[src/pkg/flag_pkg.sv]
// constants for the system flag manager
package flag_pkg;
  localparam logic [7:0] ADDR_CTRL     = 8'h00;
  localparam logic [7:0] ADDR_STATUS   = 8'h04;
  localparam logic [7:0] ADDR_SITE     = 8'h08;
  localparam logic [7:0] ADDR_LATCH    = 8'h0c;
  localparam logic [7:0] ADDR_TIME     = 8'h10;
  localparam logic [7:0] ADDR_CARD     = 8'h14;
  localparam int NUM_FLAGS    = 8;
  localparam int F_LAMP       = 0;
  localparam int F_ENCL       = 1;
  localparam int F_INTR       = 2;
  localparam int F_DURESS     = 3;
  localparam int F_POWER      = 4;
  localparam int F_ARRIVE     = 5;
  localparam int F_DEPART     = 6;
  localparam int F_BADGE      = 7;
  localparam int SITE_LSB     = 16;
  localparam int SITE_W       = 8;
  localparam int CARD_W       = 40;
  localparam int SECOND_NS    = 1000000000;
  localparam int CLK_NS       = 100;
  localparam int TICK_CYCLES  = SECOND_NS / CLK_NS;
  localparam logic [15:0] TIME_RESET = 16'h0005;
endpackage

[src/hdl/system_flag_manager.sv]
// system flag manager with apb register access
// What this block does
// - set coerced-entry flag on duress PIN
// - power fault on mains, battery, link loss
// - arrival grace on delayed intrusion input
// - timers and disarming clear listed flags
// - badge hold set on card removal
// - site code from card bits 16..23
// - reduced code leading byte is site
// - site-matched cards get site user group
// - all flags inactive after reset
// - latched timers hold flag until event
//
// The implementer's own choices: the address map and the APB register port.
`timescale 1ns/1ns
`default_nettype none
module system_flag_manager
  import flag_pkg::*;
#(
  parameter int TICK = TICK_CYCLES
) (
  input  wire logic              clk_sys,
  input  wire logic              sys_rst,
  input  wire logic              psel,
  input  wire logic              penable,
  input  wire logic              pwrite,
  input  wire logic [7:0]        paddr,
  input  wire logic [31:0]       pwdata,
  output logic                   pready,
  output logic                   pslverr,
  output logic [31:0]            prdata,
  input  wire logic              duressPin,
  input  wire logic              inMainsLost,
  input  wire logic              inLowBattery,
  input  wire logic              extLinkLost,
  input  wire logic              inDelayedIntrusion,
  input  wire logic              inTamper,
  input  wire logic              inIntrusion,
  input  wire logic              inLampSet,
  input  wire logic              inLampClear,
  input  wire logic              inLampToggle,
  input  wire logic              badgeRemoved,
  input  wire logic              armEvent,
  input  wire logic              disarmEvent,
  input  wire logic              cardValid,
  input  wire logic [CARD_W-1:0] cardCode,
  output logic [NUM_FLAGS-1:0]   flags,
  output logic                   siteGrant,
  output logic [3:0]             siteUserGroup
);
  // pins from outside: three stages, level settles once stages 2 and 3 agree
  localparam int NPIN = 11;
  logic [NPIN-1:0] pinRaw;
  logic [NPIN-1:0] s1;
  logic [NPIN-1:0] s2;
  logic [NPIN-1:0] s3;
  logic [NPIN-1:0] pinLvl;
  logic [NPIN-1:0] rise;
  assign pinRaw = {duressPin, inMainsLost, inLowBattery, extLinkLost, inDelayedIntrusion,
                   inTamper, inIntrusion, inLampSet, inLampClear, inLampToggle, badgeRemoved};
  always_ff @(posedge clk_sys) begin
    if (sys_rst) begin
      s1 <= '0;
      s2 <= '0;
      s3 <= '0;
      pinLvl <= '0;
    end else begin
      s1 <= pinRaw;
      s2 <= s1;
      s3 <= s2;
      pinLvl <= (s2 & s3) | (pinLvl & (s2 | s3));
    end
  end
  assign rise = s2 & s3 & ~pinLvl;
  logic evDuress;
  logic evMains;
  logic evBatt;
  logic evLink;
  logic evDelay;
  logic evTamper;
  logic evIntr;
  logic evLSet;
  logic evLClr;
  logic evLTog;
  logic evBadge;
  assign {evDuress, evMains, evBatt, evLink, evDelay, evTamper, evIntr, evLSet, evLClr, evLTog, evBadge} = rise;

  // registers
  logic                 enable;
  logic                 siteEnable;
  logic [SITE_W-1:0]    siteCode;
  logic [3:0]           siteGroup;
  logic [NUM_FLAGS-1:0] latchMode;
  logic [15:0]          flagTime;
  logic [SITE_W-1:0]    lastSite;
  logic                 next_enable;
  logic                 next_siteEnable;
  logic [SITE_W-1:0]    next_siteCode;
  logic [3:0]           next_siteGroup;
  logic [NUM_FLAGS-1:0] next_latchMode;
  logic [15:0]          next_flagTime;
  logic                 wrEn;
  logic                 access;
  logic [31:0]          next_prdata;
  assign access = psel & penable;
  assign wrEn = access & pwrite;
  assign pready = 1'b1;
  always_comb begin
    next_enable = enable;
    next_siteEnable = siteEnable;
    next_siteCode = siteCode;
    next_siteGroup = siteGroup;
    next_latchMode = latchMode;
    next_flagTime = flagTime;
    if (wrEn) begin
      unique case (paddr)
        ADDR_CTRL: begin
          next_enable = pwdata[0];
          next_siteEnable = pwdata[1];
          next_siteGroup = pwdata[7:4];
        end
        ADDR_SITE: next_siteCode = pwdata[SITE_W-1:0];
        ADDR_LATCH: next_latchMode = pwdata[NUM_FLAGS-1:0];
        ADDR_TIME: next_flagTime = pwdata[15:0];
        default: ;
      endcase
    end
  end
  always_ff @(posedge clk_sys) begin
    if (sys_rst) begin
      enable <= 1'b1;
      siteEnable <= 1'b0;
      siteCode <= '0;
      siteGroup <= '0;
      latchMode <= '0;
      flagTime <= TIME_RESET;
      prdata <= '0;
    end else begin
      enable <= next_enable;
      siteEnable <= next_siteEnable;
      siteCode <= next_siteCode;
      siteGroup <= next_siteGroup;
      latchMode <= next_latchMode;
      flagTime <= next_flagTime;
      prdata <= next_prdata;
    end
  end
  always_comb begin
    next_prdata = prdata;
    pslverr = 1'b0;
    // read data is registered in the setup cycle and stands through the access cycle
    if (psel && !pwrite) begin
      unique case (paddr)
        ADDR_CTRL: next_prdata = {24'h000000, siteGroup, 2'b00, siteEnable, enable};
        ADDR_STATUS: next_prdata = {24'h000000, flags};
        ADDR_SITE: next_prdata = {24'h000000, siteCode};
        ADDR_LATCH: next_prdata = {24'h000000, latchMode};
        ADDR_TIME: next_prdata = {16'h0000, flagTime};
        ADDR_CARD: next_prdata = {24'h000000, lastSite};
        default: pslverr = penable;
      endcase
    end else if (access) begin
      unique case (paddr)
        ADDR_CTRL, ADDR_SITE, ADDR_LATCH, ADDR_TIME: pslverr = 1'b0;
        default: pslverr = 1'b1;
      endcase
    end
  end

  // one-second tick
  logic [31:0] tickCnt;
  logic [31:0] next_tickCnt;
  logic        tick;
  assign tick = (tickCnt == 32'(TICK - 1));
  always_comb begin
    next_tickCnt = tick ? '0 : tickCnt + 32'h00000001;
  end
  always_ff @(posedge clk_sys) begin
    if (sys_rst) begin
      tickCnt <= '0;
    end else begin
      tickCnt <= next_tickCnt;
    end
  end

  // flags and their timers
  logic [NUM_FLAGS-1:0] setEv;
  logic [NUM_FLAGS-1:0] clrEv;
  logic [NUM_FLAGS-1:0] next_flags;
  logic [15:0]          timer     [NUM_FLAGS];
  logic [15:0]          next_timer[NUM_FLAGS];
  logic [NUM_FLAGS-1:0] expire;
  always_comb begin
    setEv = '0;
    clrEv = '0;
    setEv[F_DURESS] = evDuress;
    setEv[F_POWER] = evMains | evBatt | evLink;
    setEv[F_ARRIVE] = evDelay;
    setEv[F_BADGE] = evBadge;
    setEv[F_DEPART] = armEvent;
    setEv[F_ENCL] = evTamper;
    setEv[F_INTR] = evTamper | evIntr;
    setEv[F_LAMP] = evLSet;
    clrEv[F_ENCL] = disarmEvent;
    clrEv[F_INTR] = disarmEvent;
    clrEv[F_POWER] = disarmEvent;
    clrEv[F_ARRIVE] = disarmEvent;
    clrEv[F_DEPART] = disarmEvent;
    clrEv[F_LAMP] = evLClr;
  end
  always_comb begin
    for (int i = 0; i < NUM_FLAGS; i++) begin
      expire[i] = flags[i] && !latchMode[i] && tick && (timer[i] == 16'h0001);
      next_flags[i] = flags[i];
      next_timer[i] = timer[i];
      if (flags[i] && tick && timer[i] != 16'h0000) begin
        next_timer[i] = timer[i] - 16'h0001;
      end
      if (expire[i] || clrEv[i]) begin
        next_flags[i] = 1'b0;
      end
      if (i == F_LAMP && evLTog) begin
        next_flags[i] = ~flags[i];
        next_timer[i] = flagTime;
      end
      // set wins over clear
      if (setEv[i] && enable) begin
        next_flags[i] = 1'b1;
        next_timer[i] = flagTime;
      end
    end
  end
  always_ff @(posedge clk_sys) begin
    if (sys_rst) begin
      flags <= '0;
      for (int i = 0; i < NUM_FLAGS; i++) begin
        timer[i] <= '0;
      end
    end else begin
      flags <= next_flags;
      for (int i = 0; i < NUM_FLAGS; i++) begin
        timer[i] <= next_timer[i];
      end
    end
  end

  // site code match
  logic [SITE_W-1:0] cardSite;
  logic              next_siteGrant;
  logic [3:0]        next_siteUserGroup;
  logic [SITE_W-1:0] next_lastSite;
  assign cardSite = cardCode[SITE_LSB +: SITE_W];
  always_comb begin
    next_lastSite = cardValid ? cardSite : lastSite;
    next_siteGrant = cardValid && siteEnable && (cardSite == siteCode);
    next_siteUserGroup = next_siteGrant ? siteGroup : 4'h0;
  end
  always_ff @(posedge clk_sys) begin
    if (sys_rst) begin
      siteGrant <= 1'b0;
      siteUserGroup <= '0;
      lastSite <= '0;
    end else begin
      siteGrant <= next_siteGrant;
      siteUserGroup <= next_siteUserGroup;
      lastSite <= next_lastSite;
    end
  end

  chk_duress_set: assert property (@(posedge clk_sys) disable iff (sys_rst)
    evDuress && enable |=> flags[F_DURESS]) else $error("duress flag not set");
  chk_duress_disarm: assert property (@(posedge clk_sys) disable iff (sys_rst)
    flags[F_DURESS] && disarmEvent && !expire[F_DURESS] |=> flags[F_DURESS]) else $error("duress cleared by disarm");
  chk_power_set: assert property (@(posedge clk_sys) disable iff (sys_rst)
    (evMains || evBatt || evLink) && enable |=> flags[F_POWER]) else $error("power fault not set");
  chk_arrive_clear: assert property (@(posedge clk_sys) disable iff (sys_rst)
    disarmEvent && !evDelay |=> !flags[F_ARRIVE]) else $error("arrival not cleared");
  chk_timer_clear: assert property (@(posedge clk_sys) disable iff (sys_rst)
    expire[F_INTR] && !setEv[F_INTR] |=> !flags[F_INTR]) else $error("timer did not clear");
  chk_badge_set: assert property (@(posedge clk_sys) disable iff (sys_rst)
    evBadge && enable |=> flags[F_BADGE] && timer[F_BADGE] == $past(flagTime)) else $error("badge hold");
  chk_site_grant: assert property (@(posedge clk_sys) disable iff (sys_rst)
    cardValid && siteEnable && cardCode[23:16] == siteCode |=> siteGrant && siteUserGroup == $past(siteGroup))
    else $error("site grant missing");
  chk_latch_hold: assert property (@(posedge clk_sys) disable iff (sys_rst)
    flags[F_POWER] && latchMode[F_POWER] && !disarmEvent |=> flags[F_POWER]) else $error("latched flag dropped");
  chk_lamp_toggle: assert property (@(posedge clk_sys) disable iff (sys_rst)
    evLTog && !evLSet |=> flags[F_LAMP] == !$past(flags[F_LAMP])) else $error("lamp toggle wrong");
  cov_duress: cover property (@(posedge clk_sys) disable iff (sys_rst) $rose(flags[F_DURESS]));
  cov_expire: cover property (@(posedge clk_sys) disable iff (sys_rst) expire[F_BADGE]);
  cov_grant: cover property (@(posedge clk_sys) disable iff (sys_rst) siteGrant);
endmodule
`default_nettype wire

[config.mk]
export PLATFORM = sky130hd
export DESIGN_NAME = system_flag_manager
export DESIGN_NICKNAME = d
export VERILOG_FILES = /design/src/pkg/flag_pkg.sv /design/src/hdl/system_flag_manager.sv
export SDC_FILE = /design/constraint.sdc
export NUM_CORES = 1
export LEC_CHECK = 0
export BUFFER_PORTS_ARGS = -buffer_cell sky130_fd_sc_hd__buf_4
export CORE_MARGIN = 2
export CORE_UTILIZATION = 64
export CTS_CLUSTER_SIZE = 28
export DETAILED_ROUTE_END_ITERATION = 12
export GPL_ROUTABILITY_DRIVEN = 0
export PLACE_DENSITY_LB_ADDON = 0.12
export SLEW_MARGIN = 25
export SYNTH_ARGS = -nofsm -noshare
export SYNTH_HDL_FRONTEND = slang
export SYNTH_SLANG_ARGS = --single-unit
[constraint.sdc]
create_clock -name clk_sys -period 6.92 [get_ports clk_sys]
set_input_delay 0.346 -clock clk_sys [delete_from_list [all_inputs] [get_ports clk_sys]]
set_output_delay 0.346 -clock clk_sys [all_outputs]
set_load 0.005 [all_outputs]
==> results.cfg, run 1 <==
[status]
outcome = complete, no violations

[route]
wl_per_cell_um = 20.49
vias = 14120
wirelength_um = 42180
firstDrtPassIters = 8
drtAntennaViolNets = 0
drtIter0Drc = 1758
vias_per_cell = 6.857
post-route-drc-count = 0

[clock_tree]
cts_buffers = 29
clk_latency_ns = 0.56
clk_path_buf_depth = 3
cts_root_buf = clkbuf_16
clkTransAtPathRegs_ns = 0.06
post_cts_buffers = 0
post_cts_resize_count = 0
cts_tree = built
htree_levels = 1
cts.sinks = 279

[worst_setup_path]
worstPathRequired_ns = 7.40
cp-startpoint = tickCnt[3]$_SDFF_PP0_
crit_type = reg2reg
worst_setup_path_end_kind = register
path_max_fanout = 24
cp.arrival_ns = 3.98
reg2reg_from = tickCnt[3]$_SDFF_PP0_
startpoint_type = register

[pwr]
p_clk_share_pct = 47.3
finalPower_mw = 3.543
powerDensity_nw_per_um2 = 220.8
leakagePower_nw = 5.932
power.net_switching_mw = 0.8212
power_frac_seq_pct = 46.6
p_sw_share_pct = 23.18
vdd_drop_max_mv = 0.2032
p_int_mw = 2.722
p_comb_share_pct = 6.1

[global_route]
met1_usage_pct = 45.66
track_usage_pct = 33.99
overflow = 0
busiest_layer = met2
grt_max_degree = 91
antenna_found_initial = 0
grt_pass1_vias = 12700
grtUsageMet2_pct = 54.05
grt_pass1_wl_um = 66140
grt_use_met3_pct = 5.828

[yosys]
ys_seq_elements = 279
syn-cell-area_um2 = 14430
ys.flop_type = dfxtp_1
synthDistinctLibCells = 68
synth_edf_count = 0
synth-async-reset-ratio_pct = 0
synth-seq-area-share_pct = 38.70
synth_warnings = 0
avgSynthCellArea_um2 = 8.228
syn-instance-count = 1754

[floorplan]
core-area_um2 = 21960
rows = 54
dieArea_um2 = 23770
fp.dieW_um = 154.2
start_util_pct = 65.73
io_pins = 146
die_h_um = 154.2

[final_layout]
nets = 1879
fillers = 1656
layout_common_cells = 279 x dfxtp_1, 138 x nor2_1, 127 x o21ai_0
drive_gt1_share_pct = 9.556
n_antenna_cell = 0
layout_commonest_cell = dfxtp_1
final_util_pct = 73.06
syn_to_final_growth_pct = 11.16
design_area_um2 = 16040

[min_path]
hp-class = in2reg
min-delay-start = badgeRemoved

[timing]
clock.fmax_mhz = 286.1
rsz0062_at_grt = no
finalHoldViolCount = 0
timing.final.ws_setup_ns = 3.425
clock_skew_ns = 0.01679
slew_headroom_pct = 30.43
slew_viol_final = 0
timing.final.crit_share_pct = 50.51
setup_viol = 0
fin_crit_ns = 3.495
fin_tns_setup_ns = 0
worst_pin_slew_ns = 1.043

[place]
dp_hpwl_um = 26790
io_buffer_count = 80
placed_cell_area_um2 = 14930
pre_cts_ws_ns = 3.342

[flow_run]
cap_viol_max_count = 0
-- per-layer routing --
| layer | vias to the layer above | wire length [µm] |
|---|---|---|
| li1 | 6600 | - |
| met1 | 6644 | 17540 |
| met2 | 743 | 18640 |
| met3 | 132 | 3981 |
| met4 | 0 | 2025 |
| met5 | - | 0 |
-- repair_timing --
item,4_1_cts,5_1_grt
hold buffers,5,0
setup endpoints to repair,0,0
hold endpoints to repair,5,0
-- area by class of cell --
type                       instances  area (µm²)  share of cell area, %
tap                              280       350.3                  2.184
multi-input combinational       1316        8200                  51.12
clock inverter                    12       166.4                  1.037
sequential                       279        5585                  34.82
inverter                          33       123.9                 0.7721
clock buffer                      42       864.6                  5.389
timing repair buffer              97       752.0                  4.687
-- cells in the mapped netlist, types with 6 or more instances --
cell type / count / share of area (%)
o21ai_0: 127 / 4.4
or2_2: 10 / 0.43
o2111ai_1: 15 / 0.91
nor3_1: 65 / 2.3
and4b_1: 7 / 0.49
nand3_1: 90 / 3.1
and3_1: 21 / 0.91
nand2b_1: 10 / 0.43
nor2_1: 138 / 3.6
ha_1: 24 / 2.1
buf_1: 9 / 0.23
nor2b_1: 40 / 1.7
o31ai_1: 51 / 2.7
and2_1: 16 / 0.69
nand4b_1: 18 / 1.1
clkbuf_1: 111 / 2.9
a21oi_1: 54 / 1.9
nand4_1: 31 / 1.3
inv_1: 33 / 0.86
buf_4: 17 / 0.88
nor4b_1: 9 / 0.55
nand3b_1: 11 / 0.57
a22oi_1: 14 / 0.73
xnor2_1: 13 / 0.79
or3_1: 44 / 1.9
o211ai_1: 6 / 0.31
a31oi_1: 61 / 2.6
dfxtp_1: 279 / 39
a211oi_1: 19 / 0.99
xor2_1: 24 / 1.5
nand2_1: 120 / 3.1
o2111a_1: 6 / 0.47
or4_1: 58 / 3.0
nor4_1: 44 / 1.9
a221o_1: 6 / 0.42
and4_1: 18 / 1.1
a311oi_1: 14 / 0.85
mux2i_1: 45 / 3.1
-- kinds of logic (layout without fill, tap and decap cells) --
family / after synthesis / after routing / synth area share [%]
AOI/OAI and AO/OA: 422 / 422 / 19.09
buffers and inverters: 174 / 184 / 5.002
adders and majority gates: 24 / 24 / 2.081
xor gates and xnor gates: 37 / 37 / 2.245
and+or+nand+nor: 766 / 766 / 29.32
muxes: 50 / 50 / 3.511
DFF: 279 / 279 / 38.70
other: 2 / 17 / 0.05204
-- registers in the layout (all words and copies together), names as in the netlist --
signal         count
pinLvl            11
s3                11
s1                11
prdata            16
s2                11
enable             1
siteGroup          4
flags              8
siteGrant          1
latchMode          8
flagTime          16
siteEnable         1
lastSite           8
siteUserGroup      4
siteCode           8
timer            128
tickCnt           32
-- worst max-delay path, cell delays in order (launching register included) --
cell and delay (ns):
dfxtp_1 0.43, nand4_1 0.35, nor2_1 0.80, nand4_1 0.89
or4_1 0.77, a31oi_1 0.18
-- worst paths after layout --
| check | end | slack [ns] | cells after the start |
|---|---|---|---|
| max | timer[0][9]$_SDFFE_PP0P_ | 3.42 | 5 |
| min reg2reg | s2[10]$_SDFF_PP0_ | 0.43 | 1 |
| max reg2reg | timer[0][9]$_SDFFE_PP0P_ | 3.42 | 5 |
| min | s1[0]$_SDFF_PP0_ | 0.004 | 2 |
-- metrics by stage --
stage          hold WS (ns)  cells
2_1_floorplan        0.4138   1769
3_3_place_gp         0.4201   1998
3_5_place_dp         0.4270   1998
4_1_cts            0.001077   2057
5_1_grt            0.001247   2059
6_report           0.003955   2059
-- power by group through the flow --
stage / clock [mW] / sequential, mW / combinational, mW
floorplan: 0 / 1.68 / 0.150
global placement: 0 / 1.68 / 0.201
detailed placement: 0 / 1.68 / 0.207
CTS: 1.68 / 1.65 / 0.211
global route: 1.75 / 1.65 / 0.237
finish: 1.68 / 1.65 / 0.217
Note: power is estimated with default switching activity, not from simulation.
==> run 2: changes to the inputs <==
--- a/config.mk
+++ b/config.mk
@@ -5,9 +5,10 @@
 export SDC_FILE = /design/constraint.sdc
 export NUM_CORES = 1
 export LEC_CHECK = 0
+export ABC_AREA = 1
 export BUFFER_PORTS_ARGS = -buffer_cell sky130_fd_sc_hd__buf_4
 export CORE_MARGIN = 2
-export CORE_UTILIZATION = 64
+export CORE_UTILIZATION = 61
 export CTS_CLUSTER_SIZE = 28
 export DETAILED_ROUTE_END_ITERATION = 12
 export GPL_ROUTABILITY_DRIVEN = 0
==> constraint.sdc (replaced) <==
create_clock -name clk_sys -period 3.25 [get_ports clk_sys]
set_input_delay 0.1625 -clock clk_sys [delete_from_list [all_inputs] [get_ports clk_sys]]
set_output_delay 0.1625 -clock clk_sys [all_outputs]
set_load 0.005 [all_outputs]
==> run 2 against run 1 <==
Effect of this change:
- the flow now finishes with violations (DRC)
- power up 120%
- sequential share of layout area down 4.2 points
- sequential power up 110%
- non-clock buffer count up 33
- clock-buffer cell count up 3
- critical endpoint is now timer[0][41]$_SDFFE_PP0P_
- synthesized cell count up 41%
- largest cell class unchanged
- clock skew up 0.010 ns
- global-route usage down 2.2 points
- first-iteration DRC count up 5.3%
- combinational power rose to 3.7 times the previous value
- wire length up 8.6%
- cell count up 41%
==> results.cfg, run 2 <==
[status]
violations = DRC
outcome = complete, but fails checks

[global_route]
grt_pass1_vias = 14840
antenna_found_initial = 0
track_usage_pct = 31.79
grt_pass1_wl_um = 73420
grt_max_degree = 176
overflow = 0

[final_layout]
n_antenna_cell = 0
regMostFlops = timer
largest_register_ffs = 128
drive_gt1_share_pct = 13.02
fillers = 2264
layout_commonest_cell = nand2_1
layout_common_cells = 567 x nand2_1, 367 x nor2_1, 279 x dfxtp_1
largestRegisters = timer x128, tickCnt x32
syn_to_final_growth_pct = 11.77
design_area_um2 = 18230
multi_input_area_um2 = 9306
nets = 2659
seqCellArea_um2 = 5585

[yosys]
synth_warnings = 0
ys_top_cells_by_count = 567 x nand2_1, 367 x nor2_1, 279 x dfxtp_1
synth.most_common_cell = nand2_1
synthDistinctLibCells = 49
syn-cell-area_um2 = 16310
synth_top_area_share_pct = 34.24
syn-instance-count = 2468
synth-async-reset-ratio_pct = 0
yosysTopAreaCell = dfxtp_1
ys.flop_type = dfxtp_1
avgSynthCellArea_um2 = 6.609
synth.area.top_cells = dfxtp_1 34%, nand2_1 13%, nor2_1 8.4%
synth_edf_count = 0
ys_seq_elements = 279
synth-seq-area-share_pct = 34.24

[pwr]
p_comb_share_pct = 10.4
p_clk_share_pct = 43.3
leakagePower_nw = 8.078
p_int_mw = 5.679
power.net_switching_mw = 1.947
vdd_drop_max_mv = 0.4026
p_sw_share_pct = 25.53
power_frac_seq_pct = 46.2
powerDensity_nw_per_um2 = 418.3

[clock_tree]
htree_levels = 1
cts_buffers = 30
clk_latency_ns = 0.57
post_cts_resize_count = 0
cts_tree = built
clk_path_buf_depth = 3
cts.sinks = 279
cts_root_buf = clkbuf_16
clkTransAtPathRegs_ns = 0.06

[worst_setup_path]
cpPeakStageDelay_ns = 0.38
endpoint = timer[0][41]$_SDFFE_PP0P_
startpoint_type = register
cp.depth = 9
crit_chain = ha_1 -> nand2_1 -> nor2_4 -> nand2_2 -> nor2_8 -> nand4_4 -> nand2_4 -> nand2_1 -> a21oi_1
cp-startpoint = tickCnt[0]$_SDFF_PP0_
crit_buf_inv = 0
worstPathRequired_ns = 3.71
rr_endpoint = timer[0][41]$_SDFFE_PP0P_
slowest_stage = nand4_4
worst_setup_path_end_kind = register
reg2reg_slack_ns = 0.85
path_delay_family = simple AND/OR/NAND/NOR gates
reg2reg_depth = 9
cp_common_cell = nand2_1
path_max_fanout = 17
reg2reg_from = tickCnt[0]$_SDFF_PP0_
cp.arrival_ns = 2.86
crit_type = reg2reg

[route]
firstDrtPassIters = 9
vias_per_cell = 5.657
wl_per_cell_um = 15.84
vias = 16370
wirelength_um = 45820
drtIter0Drc = 1851
drtAntennaViolNets = 0
post-route-drc-count = 2

[timing]
slew_headroom_pct = 28.96
clock.fmax_mhz = 416.2
fin_tns_setup_ns = 0
timing.final.crit_share_pct = 73.92
setup_viol = 0
hold_slack_ns = 0.09709
clock_skew_ns = 0.02714
slew_viol_final = 0
rsz0062_at_grt = no
fin_crit_ns = 2.402
worst_pin_slew_ns = 1.066
finalHoldViolCount = 0

[place]
dp_hpwl_um = 30440
placed_cell_area_um2 = 16910
io_buffer_count = 80

[floorplan]
fp.dieW_um = 167.5
core-area_um2 = 26130
dieArea_um2 = 28060
start_util_pct = 62.42
die_h_um = 167.5
rows = 59
io_pins = 146

[flow_run]
cap_viol_max_count = 0

[min_path]
hp-class = in2reg
-- run 2: cell count changes in the layout (fill, tap and decap cells not counted), moves of 45 or more --
cell,previous run,this run
a31oi_1,61,2
mux2i_1,45,0
a21oi_1,54,121
inv_1,32,202
nor2_1,138,367
or4_1,58,0
nand2_1,120,567
a21oi_2,0,60
nand2_2,0,62
o31ai_1,51,1
nand3_1,90,244
-- run 2: worst min-delay path: cells and delay by family --
kind / cells / cell delay [ns]
AO/OA/AOI/OAI: 1 / 0.05
buffers and inverters: 2 / 0.25
AND/OR/NAND/NOR: 1 / 0.15
-- run 2: per-stage QoR --
step	total power, mW	setup slack [ns]	util, %	instances
finish	7.626	0.8475	69.76	2893
global route	7.898	0.6292	69.76	2893
CTS	7.641	0.8830	69.76	2893
detailed placement	4.342	0.9088	64.70	2802
global placement	4.321	0.9401	64.70	2802
floorplan	4.178	1.461	-	2483
-- run 2: power by group through the flow --
stage	registers, mW	logic, mW	clock network (mW)
after floorplan	3.59	0.592	0
after global placement	3.60	0.724	0
after detailed placement	3.60	0.743	0
after CTS	3.52	0.785	3.33
after global routing	3.53	0.897	3.47
final	3.53	0.797	3.30
-- run 2: what timing repair did --
action                    4_1_cts  5_1_grt
setup buffers                   0        0
hold buffers                   37        0
hold endpoints to repair       57        0
-- run 2: layout make-up --
type,instances,area share [%]
clock buffers,45,4.921
clock inverters,9,0.3088
inverters,235,4.838
multi-input cells,1860,51.05
flip-flops and latches,279,30.64
well taps,335,2.299
repair buffers,130,5.950
-- run 2: per-layer routing --
layer / wire, µm / GRT usage (%)
met5: 0 / 0
met4: 1968 / 13.04
met3: 3831 / 4.420
met2: 20400 / 51.51
met1: 19620 / 42.83
-- run 2: logic make-up after synthesis --
group | after synthesis | share of synthesized area (%)
flops | 279 | 34.24
xor+xnor | 79 | 4.242
simple gates | 1359 | 37.15
buf+inv | 344 | 9.075
other cells | 2 | 0.04604
compound gates | 381 | 13.40
fa+ha+maj | 24 | 1.841
-- run 2: worst min path at each step --
stage            startpoint                    end  slack, ns  cells after the start
2_1_floorplan  badgeRemoved       s1[0]$_SDFF_PP0_       0.27                      2
3_3_place_gp    extLinkLost       s1[7]$_SDFF_PP0_       0.36                      3
3_5_place_dp       inTamper       s1[5]$_SDFF_PP0_       0.37                      3
4_1_cts         disarmEvent  flags[6]$_SDFFE_PP0P_       0.06                      4
5_1_grt         disarmEvent  flags[2]$_SDFFE_PP0P_       0.09                      4
6_report        disarmEvent  flags[6]$_SDFFE_PP0P_        0.1                      4
==> run 3: changes to the inputs <==
==> constraint.sdc (replaced) <==
create_clock -name clk_sys -period 2.27 [get_ports clk_sys]
set_input_delay 0.1135 -clock clk_sys [delete_from_list [all_inputs] [get_ports clk_sys]]
set_output_delay 0.1135 -clock clk_sys [all_outputs]
set_load 0.005 [all_outputs]
==> run 3 against run 2 <==
Effect of this change:
- the flow still finishes with violations (DRC)
- wire length up 2.1%
- worst hold slack worse by 0.064 ns
- sequential power up 43%
- cell area up 2.4%
- flip-flop and latch count unchanged
- critical endpoint is now timer[1][8]$_SDFFE_PP0P_
- largest cell class unchanged
- largest power group unchanged
==> results.cfg, run 3 (same netlist as run 2, synthesis figures left out) <==
[floorplan]
rows = 59
start_util_pct = 62.42
fp.dieW_um = 167.5
dieArea_um2 = 28060
io_pins = 146
core-area_um2 = 26130
die_h_um = 167.5

[final_layout]
largest_register_ffs = 128
final_util_pct = 71.44
drive_gt1_share_pct = 14.57
design_area_um2 = 18670
fillers = 2241
layout_commonest_cell = nand2_1
layout_common_cells = 567 x nand2_1, 367 x nor2_1, 279 x dfxtp_1
n_antenna_cell = 0
syn_to_final_growth_pct = 14.46
largestRegisters = timer x128, tickCnt x32
regMostFlops = timer
nets = 2707

[pwr]
p_clk_share_pct = 44.3
p_int_mw = 8.190
p_sw_share_pct = 26.49
leakagePower_nw = 8.332
powerDensity_nw_per_um2 = 596.8
power.net_switching_mw = 2.951
p_comb_share_pct = 10.5
vdd_drop_max_mv = 0.6263
power_frac_seq_pct = 45.3

[place]
dp_hpwl_um = 31200
io_buffer_count = 80
placed_cell_area_um2 = 17240

[clock_tree]
cts_buffers = 30
clkTransAtPathRegs_ns = 0.06
cts.sinks = 279
post_cts_buffers = 0
cts_tree = built
htree_levels = 1
cts_root_buf = clkbuf_16
clk_latency_ns = 0.59
clk_path_buf_depth = 3

[timing]
setup_viol = 0
finalHoldViolCount = 0
worst_pin_slew_ns = 1.010
clock.fmax_mhz = 466.6
slew_viol_final = 0
fin_tns_setup_ns = 0
slew_headroom_pct = 32.64
timing.final.crit_share_pct = 94.41
fin_crit_ns = 2.143
clock_skew_ns = 0.02661
rsz0062_at_grt = no

[global_route]
grt_pass1_wl_um = 75240
grt_max_degree = 176
antenna_found_initial = 0
track_usage_pct = 32.59
grt_pass1_vias = 15380
overflow = 0

[worst_setup_path]
cpPeakStageDelay_ns = 0.36
crit_type = reg2reg
worst_setup_path_end_kind = register
crit_chain = ha_1 -> nand2_1 -> nor2_4 -> nand2_2 -> nor2_8 -> buf_4 -> nand4_4 -> buf_4 -> nand3_1 -> a21oi_2
startpoint_type = register
path_max_fanout = 7
worstPathRequired_ns = 2.68
slowest_stage = dfxtp_1
cp_common_cell = buf_4
cp.arrival_ns = 2.55

[route]
vias = 16690
wl_per_cell_um = 15.90
drtIter0Drc = 1735
drtAntennaViolNets = 0
wirelength_um = 46800
firstDrtPassIters = 12
post-route-drc-count = 2
vias_per_cell = 5.671

[min_path]
hp-class = in2reg

[status]
outcome = complete, but fails checks
violations = DRC

[flow_run]
cap_viol_max_count = 0
-- run 3: cell count changes in the layout (fill, tap and decap cells not counted), moves of 2 or more --
cell / delta
clkinv_2: +2
clkinvlp_4: +3
clkbuf_1: -3
buf_4: +41
clkbuf_8: -3
dlygate4sd3_1: +6
-- run 3: metrics by stage --
stage                     std cells  power (mW)  worst slack [ns]  hold WS [ns]
after global routing           2943       11.52          0.001786       0.06128
after CTS                      2943       11.15            0.1305       0.01463
after floorplan                2483       5.982            0.4805        0.2205
after global placement         2844       6.199            0.2535        0.3129
after detailed placement       2844       6.224            0.1635        0.3189
final                          2943       11.14            0.1269       0.03269
-- run 3: worst max-delay path: cells and delay by family, from the launching register on --
kind,cells,cell delay (ns)
AOI/OAI and AO/OA,1,0.07
adders and majority gates,1,0.20
buffers and inverters,2,0.44
DFF,1,0.36
and+or+nand+nor,6,0.90
-- run 3: worst paths after layout --
check / start / end / slack [ns] / cells after the start
worst min-delay path: sys_rst / timer[0][10]$_SDFFE_PP0P_ / 0.03 / 4
worst max-delay path: tickCnt[0]$_SDFF_PP0_ / timer[1][8]$_SDFFE_PP0P_ / 0.13 / 10
worst min register to register: s1[6]$_SDFF_PP0_ / s2[6]$_SDFF_PP0_ / 0.40 / 2
worst max register to register: tickCnt[0]$_SDFF_PP0_ / timer[1][8]$_SDFFE_PP0P_ / 0.13 / 10
-- run 3: timing repair --
action | CTS | global route
resized for setup | 0 | 1
hold buffers | 43 | 0
setup endpoints to repair | 0 | 4
endpoints found under the hold margin | 65 | 0
-- run 3: per-layer routing --
layer	routed length, µm	track usage, %	part of all wire [%]	vias up
met3	3750	4.113	8.0	137
li1	-	-	-	8151
met2	21090	53.71	45	695
met4	2136	13.84	4.6	0
met5	0	0	0	-
met1	19820	43.25	42	7707
-- run 3: final cells by class --
cell class | instances | area, µm² | area share [%]
multi-input cells | 1860 | 9315 | 49.90
flip-flops and latches | 279 | 5585 | 29.92
repair buffers | 178 | 1473 | 7.888
inverters | 235 | 882.1 | 4.725
clock buffers | 39 | 844.6 | 4.524
well taps | 335 | 419.2 | 2.245
clock inverters | 17 | 150.1 | 0.8042
-- run 3: power by group through the flow --
stage / clock network (mW) / registers (mW) / logic, mW
2_1_floorplan: 0 / 5.13 / 0.847
3_3_place_gp: 0 / 5.15 / 1.05
3_5_place_dp: 0 / 5.15 / 1.07
4_1_cts: 4.96 / 5.04 / 1.14
5_1_grt: 5.15 / 5.05 / 1.32
6_report: 4.93 / 5.05 / 1.16
